===== src/hcs_pkg.sv =====
// Constants for the hub configuration current, language and string registers
package hcs_pkg;
    localparam int unsigned ADDR_W = 8;
    localparam int unsigned DATA_W = 8;
    localparam logic [7:0] OFF_CUR_SELF = 8'h0E;
    localparam logic [7:0] OFF_CUR_BUS = 8'h0F;
    localparam logic [7:0] OFF_SETTLE = 8'h10;
    localparam logic [7:0] OFF_LANG_UP = 8'h11;
    localparam logic [7:0] OFF_LANG_LO = 8'h12;
    localparam logic [7:0] OFF_MAKER_LEN = 8'h13;
    localparam logic [7:0] OFF_PART_LEN = 8'h14;
    localparam logic [7:0] OFF_UNIT_LEN = 8'h15;
    localparam logic [7:0] OFF_TEXT_FIRST = 8'h16;
    localparam logic [7:0] OFF_TEXT_LAST = 8'h53;
    localparam logic [7:0] RST_CUR_BUS = 8'h32;
    localparam logic [7:0] RST_OTHER = 8'h00;
    localparam logic [7:0] RD_UNMAPPED = 8'h00;
    localparam logic [4:0] TEXT_MAX_CHARS = 5'h1F;
    localparam int unsigned CHAR_IDX_W = 5;
    localparam int unsigned CHAR_W = 16;
    localparam int unsigned TEXT_WORDS = 32;
    localparam int unsigned MA_W = 9;
    // Settle unit 2 ms, clock 40 MHz
    localparam int unsigned SETTLE_UNIT_US = 2000;
    localparam int unsigned CLK_MHZ = 40;
    localparam int unsigned SETTLE_UNIT_CYC = SETTLE_UNIT_US * CLK_MHZ;
    localparam int unsigned UNIT_CNT_W = 17;
    typedef enum logic [1:0] {
        SETTLE_IDLE = 2'b00,
        SETTLE_WAIT = 2'b01,
        SETTLE_DONE = 2'b10
    } hcs_settle_type;
endpackage


===== src/hcs_text_if.sv =====
// Carrier between the register bank and the text storage memory
`timescale 1ns/1ps
interface hcs_text_if;
    import hcs_pkg::*;
    logic we;
    logic [CHAR_IDX_W-1:0] wr_idx;
    logic wr_hi;
    logic [DATA_W-1:0] wdata;
    logic [CHAR_IDX_W-1:0] ra_idx;
    logic [CHAR_W-1:0] ra_word;
    logic [CHAR_IDX_W-1:0] rb_idx;
    logic [CHAR_W-1:0] rb_word;
    modport bank (output we, wr_idx, wr_hi, wdata, ra_idx, rb_idx,
                  input ra_word, rb_word);
    modport mem (input we, wr_idx, wr_hi, wdata, ra_idx, rb_idx,
                 output ra_word, rb_word);
endinterface


===== src/hcs_text_mem.sv =====
// Character store: 16-bit words, byte lanes, two registered read ports
`timescale 1ns/1ps
module hcs_text_mem import hcs_pkg::*; (
    input wire logic ref_clk_i,
    hcs_text_if.mem tif
);
    logic [CHAR_W-1:0] mem_r [TEXT_WORDS];
    logic [CHAR_W-1:0] ra_r;
    logic [CHAR_W-1:0] rb_r;

    // Even byte offset is the low lane, odd the high lane
    always_ff @(posedge ref_clk_i) begin
        if (tif.we && !tif.wr_hi) begin
            mem_r[tif.wr_idx][7:0] <= tif.wdata;
        end
        if (tif.we && tif.wr_hi) begin
            mem_r[tif.wr_idx][15:8] <= tif.wdata;
        end
        ra_r <= mem_r[tif.ra_idx];
        rb_r <= mem_r[tif.rb_idx];
    end

    assign tif.ra_word = ra_r;
    assign tif.rb_word = rb_r;
endmodule


===== src/hcs_top.sv =====
// Hub configuration bank: controller current, settle time, language, text
`timescale 1ns/1ps
//
// Overview of operation
// - Self-powered current byte counts upstream draw in 2 mA steps.
// - Bus-powered current byte counts upstream draw in 2 mA steps.
// - Bus-powered current byte resets to 50, meaning 100 mA.
// - Both current values leave out any embedded compound peripheral.
// - Settle byte gives port power-on to stable delay in 2 ms steps.
// - Upper language byte supplies identifier bits 15 down to 8.
// - Lower language byte supplies identifier bits 7 down to 0.
// - Each text character count is at most 31.
// - Maker text lives at byte offsets 0x16 through 0x53.
// - Maker text holds at most 31 UTF-16LE characters, 62 bytes.
// - Each character stores low byte first, then high byte, contiguously.
module hcs_top import hcs_pkg::*; #(
    parameter int unsigned SETTLE_UNIT_CYCLES = SETTLE_UNIT_CYC
) (
    input wire logic ref_clk_i,
    input wire logic rst_b_i,
    input wire logic [ADDR_W-1:0] cfg_addr_i,
    input wire logic cfg_wr_i,
    input wire logic [DATA_W-1:0] cfg_wdata_i,
    input wire logic cfg_rd_i,
    output logic [DATA_W-1:0] cfg_rdata_o,
    output logic cfg_rvalid_o,
    output logic [MA_W-1:0] self_powered_ma_o,
    output logic [MA_W-1:0] bus_powered_ma_o,
    output logic [CHAR_W-1:0] language_id_o,
    output logic [4:0] maker_text_char_count_o,
    output logic [4:0] part_text_char_count_o,
    output logic [4:0] unit_number_text_char_count_o,
    input wire logic port_power_start_i,
    output logic port_power_stable_o,
    input wire logic [CHAR_IDX_W-1:0] text_char_idx_i,
    input wire logic text_char_rd_i,
    output logic [CHAR_W-1:0] text_char_o,
    output logic text_char_valid_o
);
    ////////////////////////////////////////////////////////////////////////
    function automatic logic [4:0] clamp_count(input logic [7:0] raw);
        clamp_count = (raw > {3'h0, TEXT_MAX_CHARS}) ? TEXT_MAX_CHARS
                                                     : raw[4:0];
    endfunction

    function automatic logic in_text(input logic [7:0] a);
        in_text = (a >= OFF_TEXT_FIRST) && (a <= OFF_TEXT_LAST);
    endfunction

    logic [7:0] cur_self_r;
    logic [7:0] cur_bus_r;
    logic [7:0] settle_r;
    logic [7:0] lang_up_r;
    logic [7:0] lang_lo_r;
    logic [7:0] maker_len_r;
    logic [7:0] part_len_r;
    logic [7:0] unit_len_r;
    logic [MA_W-1:0] self_ma_r;
    logic [MA_W-1:0] bus_ma_r;
    logic [CHAR_W-1:0] lang_r;
    logic [7:0] reg_rd_r;
    logic rd_text_r;
    logic rd_hi_r;
    logic rd_pend_r;
    logic [7:0] rdata_r;
    logic rvalid_r;
    logic char_valid_r;

    ////////////////////////////////////////////////////////////////////////
    wire [7:0] text_off = cfg_addr_i - OFF_TEXT_FIRST;
    wire wr_text = cfg_wr_i && in_text(cfg_addr_i);
    wire wr_self = cfg_wr_i && (cfg_addr_i == OFF_CUR_SELF);
    wire wr_bus = cfg_wr_i && (cfg_addr_i == OFF_CUR_BUS);
    wire wr_settle = cfg_wr_i && (cfg_addr_i == OFF_SETTLE);
    wire wr_lang_up = cfg_wr_i && (cfg_addr_i == OFF_LANG_UP);
    wire wr_lang_lo = cfg_wr_i && (cfg_addr_i == OFF_LANG_LO);
    wire wr_mlen = cfg_wr_i && (cfg_addr_i == OFF_MAKER_LEN);
    wire wr_plen = cfg_wr_i && (cfg_addr_i == OFF_PART_LEN);
    wire wr_ulen = cfg_wr_i && (cfg_addr_i == OFF_UNIT_LEN);

    logic [7:0] reg_sel;
    always_comb begin
        case (cfg_addr_i)
            OFF_CUR_SELF: reg_sel = cur_self_r;
            OFF_CUR_BUS: reg_sel = cur_bus_r;
            OFF_SETTLE: reg_sel = settle_r;
            OFF_LANG_UP: reg_sel = lang_up_r;
            OFF_LANG_LO: reg_sel = lang_lo_r;
            OFF_MAKER_LEN: reg_sel = maker_len_r;
            OFF_PART_LEN: reg_sel = part_len_r;
            OFF_UNIT_LEN: reg_sel = unit_len_r;
            default: reg_sel = RD_UNMAPPED;
        endcase
    end

    ////////////////////////////////////////////////////////////////////////
    hcs_text_if tif ();
    assign tif.we = wr_text;
    assign tif.wr_idx = text_off[5:1];
    assign tif.wr_hi = text_off[0];
    assign tif.wdata = cfg_wdata_i;
    assign tif.ra_idx = text_off[5:1];
    assign tif.rb_idx = text_char_idx_i;

    hcs_text_mem u_mem (
        .ref_clk_i(ref_clk_i),
        .tif(tif)
    );

    ////////////////////////////////////////////////////////////////////////
    always_ff @(posedge ref_clk_i) begin
        if (!rst_b_i) begin
            cur_self_r <= RST_OTHER;
            cur_bus_r <= RST_CUR_BUS;
            settle_r <= RST_OTHER;
            lang_up_r <= RST_OTHER;
            lang_lo_r <= RST_OTHER;
            maker_len_r <= RST_OTHER;
            part_len_r <= RST_OTHER;
            unit_len_r <= RST_OTHER;
        end else begin
            if (wr_self) cur_self_r <= cfg_wdata_i;
            if (wr_bus) cur_bus_r <= cfg_wdata_i;
            if (wr_settle) settle_r <= cfg_wdata_i;
            if (wr_lang_up) lang_up_r <= cfg_wdata_i;
            if (wr_lang_lo) lang_lo_r <= cfg_wdata_i;
            if (wr_mlen) maker_len_r <= cfg_wdata_i;
            if (wr_plen) part_len_r <= cfg_wdata_i;
            if (wr_ulen) unit_len_r <= cfg_wdata_i;
        end
    end

    // Plain 2 mA scaling; no embedded-peripheral share is added
    always_ff @(posedge ref_clk_i) begin
        if (!rst_b_i) begin
            self_ma_r <= '0;
            bus_ma_r <= {RST_CUR_BUS, 1'b0};
            lang_r <= '0;
        end else begin
            self_ma_r <= {cur_self_r, 1'b0};
            bus_ma_r <= {cur_bus_r, 1'b0};
            lang_r <= {lang_up_r, lang_lo_r};
        end
    end

    assign self_powered_ma_o = self_ma_r;
    assign bus_powered_ma_o = bus_ma_r;
    assign language_id_o = lang_r;
    // Oversized counts are reported as 31 so a descriptor never overruns
    assign maker_text_char_count_o = clamp_count(maker_len_r);
    assign part_text_char_count_o = clamp_count(part_len_r);
    assign unit_number_text_char_count_o = clamp_count(unit_len_r);

    ////////////////////////////////////////////////////////////////////////
    // Two-cycle read so text bytes, which sit behind a registered
    // memory, answer at the same latency as plain registers
    always_ff @(posedge ref_clk_i) begin
        if (!rst_b_i) begin
            rd_pend_r <= 1'b0;
            rd_text_r <= 1'b0;
            rd_hi_r <= 1'b0;
            reg_rd_r <= RST_OTHER;
            rvalid_r <= 1'b0;
            rdata_r <= RST_OTHER;
            char_valid_r <= 1'b0;
        end else begin
            rd_pend_r <= cfg_rd_i;
            rd_text_r <= in_text(cfg_addr_i);
            rd_hi_r <= text_off[0];
            reg_rd_r <= reg_sel;
            rvalid_r <= rd_pend_r;
            if (rd_pend_r) begin
                rdata_r <= !rd_text_r ? reg_rd_r
                         : rd_hi_r ? tif.ra_word[15:8]
                         : tif.ra_word[7:0];
            end
            char_valid_r <= text_char_rd_i;
        end
    end

    assign cfg_rdata_o = rdata_r;
    assign cfg_rvalid_o = rvalid_r;
    assign text_char_o = tif.rb_word;
    assign text_char_valid_o = char_valid_r;

    ////////////////////////////////////////////////////////////////////////
    hcs_settle_type st_r;
    hcs_settle_type st_nxt;
    logic [UNIT_CNT_W-1:0] unit_cnt_r;
    logic [7:0] units_left_r;
    wire unit_tick = (unit_cnt_r == UNIT_CNT_W'(SETTLE_UNIT_CYCLES - 1));

    always_comb begin
        case (st_r)
            SETTLE_IDLE, SETTLE_DONE: st_nxt = !port_power_start_i ? st_r
                : (settle_r == 8'h00) ? SETTLE_DONE : SETTLE_WAIT;
            SETTLE_WAIT: st_nxt = port_power_start_i
                ? ((settle_r == 8'h00) ? SETTLE_DONE : SETTLE_WAIT)
                : (unit_tick && units_left_r == 8'h01) ? SETTLE_DONE
                : SETTLE_WAIT;
            default: st_nxt = SETTLE_IDLE;
        endcase
    end

    // A new start restarts the wait from the programmed value
    always_ff @(posedge ref_clk_i) begin
        if (!rst_b_i) begin
            st_r <= SETTLE_IDLE;
            unit_cnt_r <= '0;
            units_left_r <= 8'h00;
        end else begin
            st_r <= st_nxt;
            if (port_power_start_i) begin
                unit_cnt_r <= '0;
                units_left_r <= settle_r;
            end else if (st_r == SETTLE_WAIT) begin
                unit_cnt_r <= unit_tick ? '0 : unit_cnt_r + 1'b1;
                if (unit_tick) units_left_r <= units_left_r - 8'h01;
            end
        end
    end

    assign port_power_stable_o = (st_r == SETTLE_DONE);
endmodule


===== config.mk =====
export PLATFORM = sky130hd
export DESIGN_NAME = hcs_top
export DESIGN_NICKNAME = d
export VERILOG_FILES = /design/src/hcs_pkg.sv /design/src/hcs_text_if.sv /design/src/hcs_text_mem.sv /design/src/hcs_top.sv
export SDC_FILE = /design/constraint.sdc
export NUM_CORES = 1
export LEC_CHECK = 0
export ABC_CLOCK_PERIOD_IN_PS = 3000
export CORE_MARGIN = 2
export CORE_UTILIZATION = 50
export CTS_BUF_LIST = sky130_fd_sc_hd__clkbuf_16
export CTS_CLUSTER_SIZE = 10
export DETAILED_ROUTE_END_ITERATION = 16
export DONT_BUFFER_PORTS = 1
export PLACE_DENSITY_LB_ADDON = 0.15
export SYNTH_ARGS = -nofsm -noshare
export SYNTH_HDL_FRONTEND = slang
export SYNTH_HIERARCHICAL = 1
export SYNTH_SLANG_ARGS = --single-unit

===== constraint.sdc =====
create_clock -name ref_clk_i -period 3 [get_ports ref_clk_i]
set_input_delay 0.45 -clock ref_clk_i [delete_from_list [all_inputs] [get_ports ref_clk_i]]
set_output_delay 0.45 -clock ref_clk_i [all_outputs]
set_load 0.02 [all_outputs]

==> results_dict.tcl, run 1 <==
set metrics [dict create \
    outcome "finished clean" \
    antenna_found_initial 2 \
    place_inst 3232 \
    seq_area_um2 18900 \
    required_ns 2.55 \
    drtIter0Drc 2464 \
    rows 92 \
    startpoint_type "flop" \
    hold_class "input port to flop" \
    wirelength_mm 96.8 \
    yosysUniqueCellTypes 59 \
    finalSetupTns_ns 0 \
    initial_core_util_pct 50.5 \
    finalHoldViolCount 0 \
    max_freq_mhz 431 \
    clock-sinks 688 \
    synth_area_um2 31800 \
    synth-main-ff-cell "edfxtp_1" \
    clk_pin_slew_ns 0.05 \
    arrival_ns 1.87 \
    slowest_stage "nor3_1" \
    grt_max_degree 257 \
    grt-ovfl-total 0 \
    die_area_um2 65700 \
    worstMarginPinSlew_ns 0.996 \
    core_area_um2 63100 \
    timing.rr.end "units_left_r[4]" \
    layout.nets 2526 \
    p_per_area_nw_per_um2 597 \
    fin_crit_sh_pct 77.4 \
    gp_congestion 0.900 \
    setup_violations 0 \
    viasPerCell 6.27 \
    multiInputGateArea_um2 11700 \
    async_flop_share_pct 0 \
    drcViolationCount 0 \
    cp.buffers_inverters 0 \
    wl_per_cell_um 28.5 \
    synth-seq-cells 688 \
    grt_pass1_vias 21024 \
    worstSetupPathType "flop to output port" \
    cp_top_family "simple AND/OR/NAND/NOR gates" \
    hpwl_mm 59.7 \
    min_path_cells 2 \
    fp.dieW_um 256 \
    syn_area_per_cell_um2 13.0 \
    h-tree-depth 3 \
    path_cells "nor3_1, nand2b_1" \
    layout-drive-gt1-share_pct 9.60 \
    reg2regPathDepth 4 \
    synth_edf_count 512 \
    hold_start "text_char_idx_i[3]" \
    r2r-start "unit_cnt_r[11]" \
    cellLeakagePower_nw 13.5 \
    vdd_drop_max_uv 390 \
    r2r_slack_ns 0.94 \
    cts_root_buf "clkbuf_16" \
    fillers 5221 \
    post_layout_nonfiller_instances 3399 \
    globalRouteMet2Util_pct 46.6 \
    area_growth_pct 11.4 \
    cap_violations 0 \
    io_buffer_count 0 \
    period_minus_slack_ns 2.32 \
    relSlewSlack_pct 33.5 \
    end_kind "output port" \
    cts_max_path_buffers 3 \
    ios 103 \
    yosysSeqAreaShare_pct 59.3 \
    cpPeakStageDelay_ns 0.55 \
    dr_total_vias 21312 \
    hold_path_end "u_mem/tif.rb_word[15]" \
    grt_busiest_layer "met2" \
    insertion_delay_ns 0.64 \
    ys_warn_count 6 \
    syn_inst 2446 \
    ant_nets 0 \
    finClkSkew_ns 0.0316 \
    die_y_um 256 \
    grt_first_pass_wirelength_mm 140 \
    met3_usage_pct 5.65 \
    rsz0062_at_grt "false" \
    crit_fanout 5 \
    cts_resized 0 \
    cts_tree "done" \
    final_max_slew_viol_count 0 \
    grt_usage_pct 28.9 \
    met1_usage_pct 39.1 \
    cts_buffers 80 \
    dr.pass1.iters 10 \
]
==> routing by layer <==
| layer | routed length, µm | up-vias |
|---|---|---|
| met1 | 40100 | 10700 |
| met3 | 7870 | 177 |
| met4 | 2890 | 0 |
| li1 | - | 9452 |
| met5 | 0 | - |
| met2 | 46000 | 983 |
==> final cells by class <==
cell class,instances,area share [%]
tap,846,2.98
inverter,19,0.201
multi-input combinational,1560,33.0
sequential,688,53.3
antenna,1,0.00705
timing repair buffer,146,4.02
clock inverter,59,0.934
clock buffer,80,5.64
==> kinds of logic (layout without fill, tap and decap cells) <==
family	count (synthesis)	in the layout	share of synthesized area [%]
AO/OA/AOI/OAI	374	374	7.98
multiplexers	602	602	19.1
flip-flops	688	688	59.3
other	1	3	0.0118
adder cells (fa/ha/maj)	4	4	0.157
buffers and inverters	199	304	4.14
AND/OR/NAND/NOR	565	565	8.89
XOR/XNOR	13	13	0.358
==> power breakdown <==
group | switching, mW | internal (mW)
Sequential | 0.131 | 10.3
Clock | 3.85 | 4.85
Combinational | 1.28 | 0.738
==> worst max path at each step <==
stage | endpoint | cells past startpoint | slack (ns) | start
finish | maker_text_char_count_o[3] | 2 | 0.68 | maker_len_r[7]
global route | maker_text_char_count_o[3] | 2 | 0.57 | maker_len_r[7]
CTS | maker_text_char_count_o[3] | 2 | 0.64 | maker_len_r[7]
detailed placement | u_mem/mem_r[3][4] | 8 | 0.17 | cfg_addr_i[3]
global placement | u_mem/mem_r[15][1] | 10 | 0.23 | cfg_addr_i[3]
floorplan | u_mem/mem_r[31][0] | 8 | 0.23 | cfg_addr_i[2]
==> Yosys cell counts (3+ instances only) <==
cell | n | area share [%]
mux2i_1 | 596 | 19
edfxtp_1 | 512 | 48
dfxtp_1 | 176 | 11
nor2_1 | 144 | 1.7
a22oi_1 | 134 | 3.2
nand2_1 | 110 | 1.3
a21oi_1 | 95 | 1.5
nand3_1 | 94 | 1.5
a22o_1 | 64 | 1.8
clkbuf_1 | 57 | 0.67
nand4_1 | 47 | 0.92
buf_2 | 46 | 0.72
nor3_1 | 42 | 0.66
buf_4 | 41 | 0.97
a31oi_1 | 34 | 0.67
and2_1 | 30 | 0.59
o21ai_0 | 26 | 0.41
nand2b_1 | 23 | 0.45
inv_1 | 18 | 0.21
buf_8 | 13 | 0.61
nor2b_1 | 12 | 0.24
or3_1 | 10 | 0.20
buf_12 | 9 | 0.57
buf_6 | 9 | 0.32
nor4_1 | 9 | 0.18
o22ai_1 | 7 | 0.14
xnor2_1 | 7 | 0.19
and3_1 | 6 | 0.12
xor2_1 | 6 | 0.17
buf_1 | 5 | 0.059
mux4_2 | 5 | 0.35
nand4b_1 | 5 | 0.14
nor3b_1 | 5 | 0.12
ha_1 | 4 | 0.16
nand3b_1 | 4 | 0.094
nor4b_1 | 4 | 0.11
a211oi_1 | 3 | 0.071
a311oi_1 | 3 | 0.083
and4_1 | 3 | 0.083
or3b_2 | 3 | 0.083
==> registers in the layout, indices dropped and copies added (netlist names), 16 cells and up <==
name               flops
unit_cnt_r            17
language_id_o         16
u_mem/mem_r          512
u_mem/tif.rb_word     16
u_mem/tif.ra_word     16
==> through the flow <==
step | cell area [µm²] | hold WS, ns | power [mW] | setup WS [ns] | utilization, %
after CTS | 35500 | 0.000438 | 21.3 | 0.638 | 56.3
final | 35500 | 0.0234 | 21.2 | 0.678 | 56.3
after floorplan | 31900 | 0.422 | 12.0 | 0.233 | -
after global placement | 32700 | 0.431 | 12.4 | 0.230 | 51.9
after global routing | 35500 | 0.0256 | 21.8 | 0.574 | 56.3
after detailed placement | 32700 | 0.453 | 12.4 | 0.173 | 51.9
==> placed cells by master (no fill, tap or decap), drive strengths merged, types with 10 or more instances in the layout <==
| master | count |
|---|---|
| nor2 | 146 |
| nor3 | 44 |
| or3 | 10 |
| nand2b | 23 |
| nand3 | 94 |
| edfxtp | 512 |
| nand2 | 110 |
| inv | 74 |
| and2 | 30 |
| nand4 | 47 |
| dfxtp | 176 |
| dlygate4sd3 | 18 |
| o21ai | 26 |
| buf | 128 |
| a21oi | 95 |
| a31oi | 34 |
| nor4 | 10 |
| a22o | 64 |
| clkbuf | 80 |
| mux2i | 596 |
| nor2b | 12 |
| a22oi | 134 |
==> timing repair <==
item / CTS / global route
buffers inserted: 0 / 0
hold buffers: 27 / 0
endpoints found under the hold margin: 604 / 0
(Power assumes the default switching activity.)
==> run 2: changes to the inputs <==
--- a/config.mk
+++ b/config.mk
@@ -5,7 +5,7 @@
 export SDC_FILE = /design/constraint.sdc
 export NUM_CORES = 1
 export LEC_CHECK = 0
-export ABC_CLOCK_PERIOD_IN_PS = 3000
+export ABC_CLOCK_PERIOD_IN_PS = 2200
 export CORE_MARGIN = 2
 export CORE_UTILIZATION = 50
 export CTS_BUF_LIST = sky130_fd_sc_hd__clkbuf_16
==> constraint.sdc (replaced) <==
create_clock -name ref_clk_i -period 2.2 [get_ports ref_clk_i]
set_input_delay 0.33 -clock ref_clk_i [delete_from_list [all_inputs] [get_ports ref_clk_i]]
set_output_delay 0.33 -clock ref_clk_i [all_outputs]
set_load 0.02 [all_outputs]
==> run 2 against run 1 <==
Cell area increased by 2.5%. Hold slack improved by 0.0037 ns. Clock power rose by 36%. Sequential share of layout area shrank 1.3 points. Largest power group unchanged.
==> results_dict.tcl, run 2 (synthesis results as in run 1) <==
set metrics [dict create \
    antenna_found_initial 2 \
    worstSetupPathType "flop to output port" \
    fin_crit_sh_pct 92.7 \
    r2r_slack_ns 0.37 \
    cts_tree "done" \
    cap_violations 0 \
    max_freq_mhz 490 \
    slowest_stage "nor3_1" \
    finClkSkew_ns 0.0267 \
    largestRegisters "u_mem/mem_r x512, unit_cnt_r x17" \
    top_register "u_mem/mem_r" \
    layout_commonest_cell "mux2i_1" \
    core_area_um2 63100 \
    p_per_area_nw_per_um2 799 \
    clock-sinks 688 \
    post_cts_buffers 0 \
    finalSetupTns_ns 0 \
    final_cell_mix "mux2i_1, edfxtp_1, dfxtp_1" \
    p_sw_share_pct 24.4 \
    reg2regPathDepth 5 \
    required_ns 1.87 \
    layout-drive-gt1-share_pct 12.5 \
    vdd_drop_max_uv 612 \
    dr.pass1.iters 6 \
    cts_buffers 81 \
    hpwl_mm 60.9 \
    drtIter0Drc 2515 \
    final_core_util_pct 57.7 \
    final_max_slew_viol_count 0 \
    die_y_um 256 \
    relSlewSlack_pct 51.3 \
    path_cells "nor3_1, nand2b_1" \
    crit_fanout 5 \
    cts_root_buf "clkbuf_16" \
    h-tree-depth 3 \
    wirelength_mm 94.3 \
    outcome "finished clean" \
    largest_reg_flops 512 \
    grt-ovfl-total 0 \
    viasPerCell 6.25 \
    r2r-start "unit_cnt_r[0]" \
    end_kind "output port" \
    worstMarginPinSlew_ns 0.723 \
    rsz0062_at_grt "false" \
    hold_path_end "units_left_r[3]" \
    seq_power_share_pct 49.2 \
    cts_max_path_buffers 3 \
    seq_area_um2 18900 \
    multiInputGateArea_um2 12100 \
    area_growth_pct 14.2 \
    fp.dieW_um 256 \
    clk_pin_slew_ns 0.06 \
    cellLeakagePower_nw 13.7 \
    initial_core_util_pct 50.5 \
    ios 103 \
    arrival_ns 1.71 \
    grt_usage_pct 28.1 \
    p_int_mw 22.0 \
    diodes 0 \
    io_buffer_count 0 \
    die_area_um2 65700 \
    period_minus_slack_ns 2.04 \
    p_sw_mw 7.10 \
    startpoint_type "flop" \
    fillers 5099 \
    timing.rr.end "units_left_r[4]" \
    finalHoldViolCount 0 \
    hold_start "port_power_start_i" \
    layout.nets 2526 \
    drcViolationCount 0 \
    power.share.clock_pct 40.7 \
    ant_nets 0 \
    min_path_cells 3 \
    gp_congestion 0.934 \
    cpPeakStageDelay_ns 0.46 \
    grt_pass1_vias 21072 \
    grt_first_pass_wirelength_mm 138 \
    grt_max_degree 257 \
    hold_class "input port to flop" \
    dr_total_vias 21250 \
    insertion_delay_ns 0.63 \
    rows 92 \
    combPwrFrac_pct 10.1 \
    setup_violations 0 \
    wl_per_cell_um 27.7 \
]
## run 2: cell types whose count changed in the layout (fill, tap and decap cells not counted), moves of 2 or more
| cell | previous run | this run |
|---|---|---|
| clkbuf_16 | 80 | 82 |
| nand2_2 | 0 | 3 |
| nor2_2 | 0 | 20 |
| nor2_1 | 144 | 81 |
| nor2_4 | 2 | 45 |
| o21ai_0 | 26 | 24 |
| o21ai_1 | 0 | 2 |
| nor3_2 | 2 | 4 |
| clkinv_1 | 1 | 4 |
| clkinv_2 | 0 | 3 |
| buf_4 | 110 | 75 |
| nand2_1 | 110 | 107 |
| buf_12 | 10 | 44 |
| nor3_1 | 42 | 40 |
## run 2: worst max-delay path by stage
stage	slack, ns	endpoint	depth (start not counted)	from
2_1_floorplan	-0.21	u_mem/mem_r[9][10]	6	cfg_addr_i[1]
3_3_place_gp	0.03	u_mem/mem_r[8][7]	9	cfg_addr_i[4]
3_5_place_dp	-0.03	u_mem/tif.ra_word[9]	9	cfg_addr_i[1]
4_1_cts	0.04	unit_number_text_char_count_o[4]	2	unit_len_r[7]
5_1_grt	0.11	part_text_char_count_o[1]	2	part_len_r[7]
6_report	0.16	part_text_char_count_o[1]	2	part_len_r[7]
## run 2: power groups by stage
stage | Clock [mW] | Combinational (mW) | Sequential, mW
final | 11.8 | 2.94 | 14.3
after global routing | 12.6 | 3.05 | 14.3
after CTS | 12.0 | 2.88 | 14.3
after detailed placement | 0 | 2.54 | 14.6
after floorplan | 0 | 1.96 | 14.5
after global placement | 0 | 2.52 | 14.6
## run 2: cell type report
type                    instances  area share (%)
clock inverters                62           0.802
multi-input cells            1560            33.4
clock buffers                  82            5.64
well taps                     846            2.91
repair buffers                145            5.12
inverters                      19           0.196
flip-flops and latches        688            52.0
## run 2: per-layer routing
layer	GRT usage (%)	share of wire, %	vias to the layer above
met4	10.5	3.8	2
met5	0	0.013	-
met1	38.0	41	10638
li1	-	-	9455
met3	5.51	8.3	194
met2	45.2	47	961
## run 2: through the flow
stage | hold WS, ns | instance area [µm²] | total power [mW] | setup WS (ns) | cells
2_1_floorplan | 0.409 | 32300 | 16.4 | -0.214 | 2447
3_3_place_gp | 0.410 | 33600 | 17.1 | 0.0284 | 3232
3_5_place_dp | 0.415 | 33600 | 17.1 | -0.0282 | 3232
4_1_cts | 0.00493 | 36400 | 29.2 | 0.0425 | 3402
5_1_grt | 0.0378 | 36400 | 29.9 | 0.107 | 3402
6_report | 0.0271 | 36400 | 29.1 | 0.160 | 3402
## run 2: critical path: cells and delay by family, from the launching register on
kind | cells | cell delay, ns
DFF | 1 | 0.33
and+or+nand+nor | 2 | 0.76
## run 2: what timing repair did
| item | CTS | global route |
|---|---|---|
| cloned | 0 | 0 |
| hold buffers | 26 | 0 |
| resized for setup | 1 | 1 |
| endpoints found under the setup margin | 2 | 1 |
| endpoints found under the hold margin | 638 | 0 |
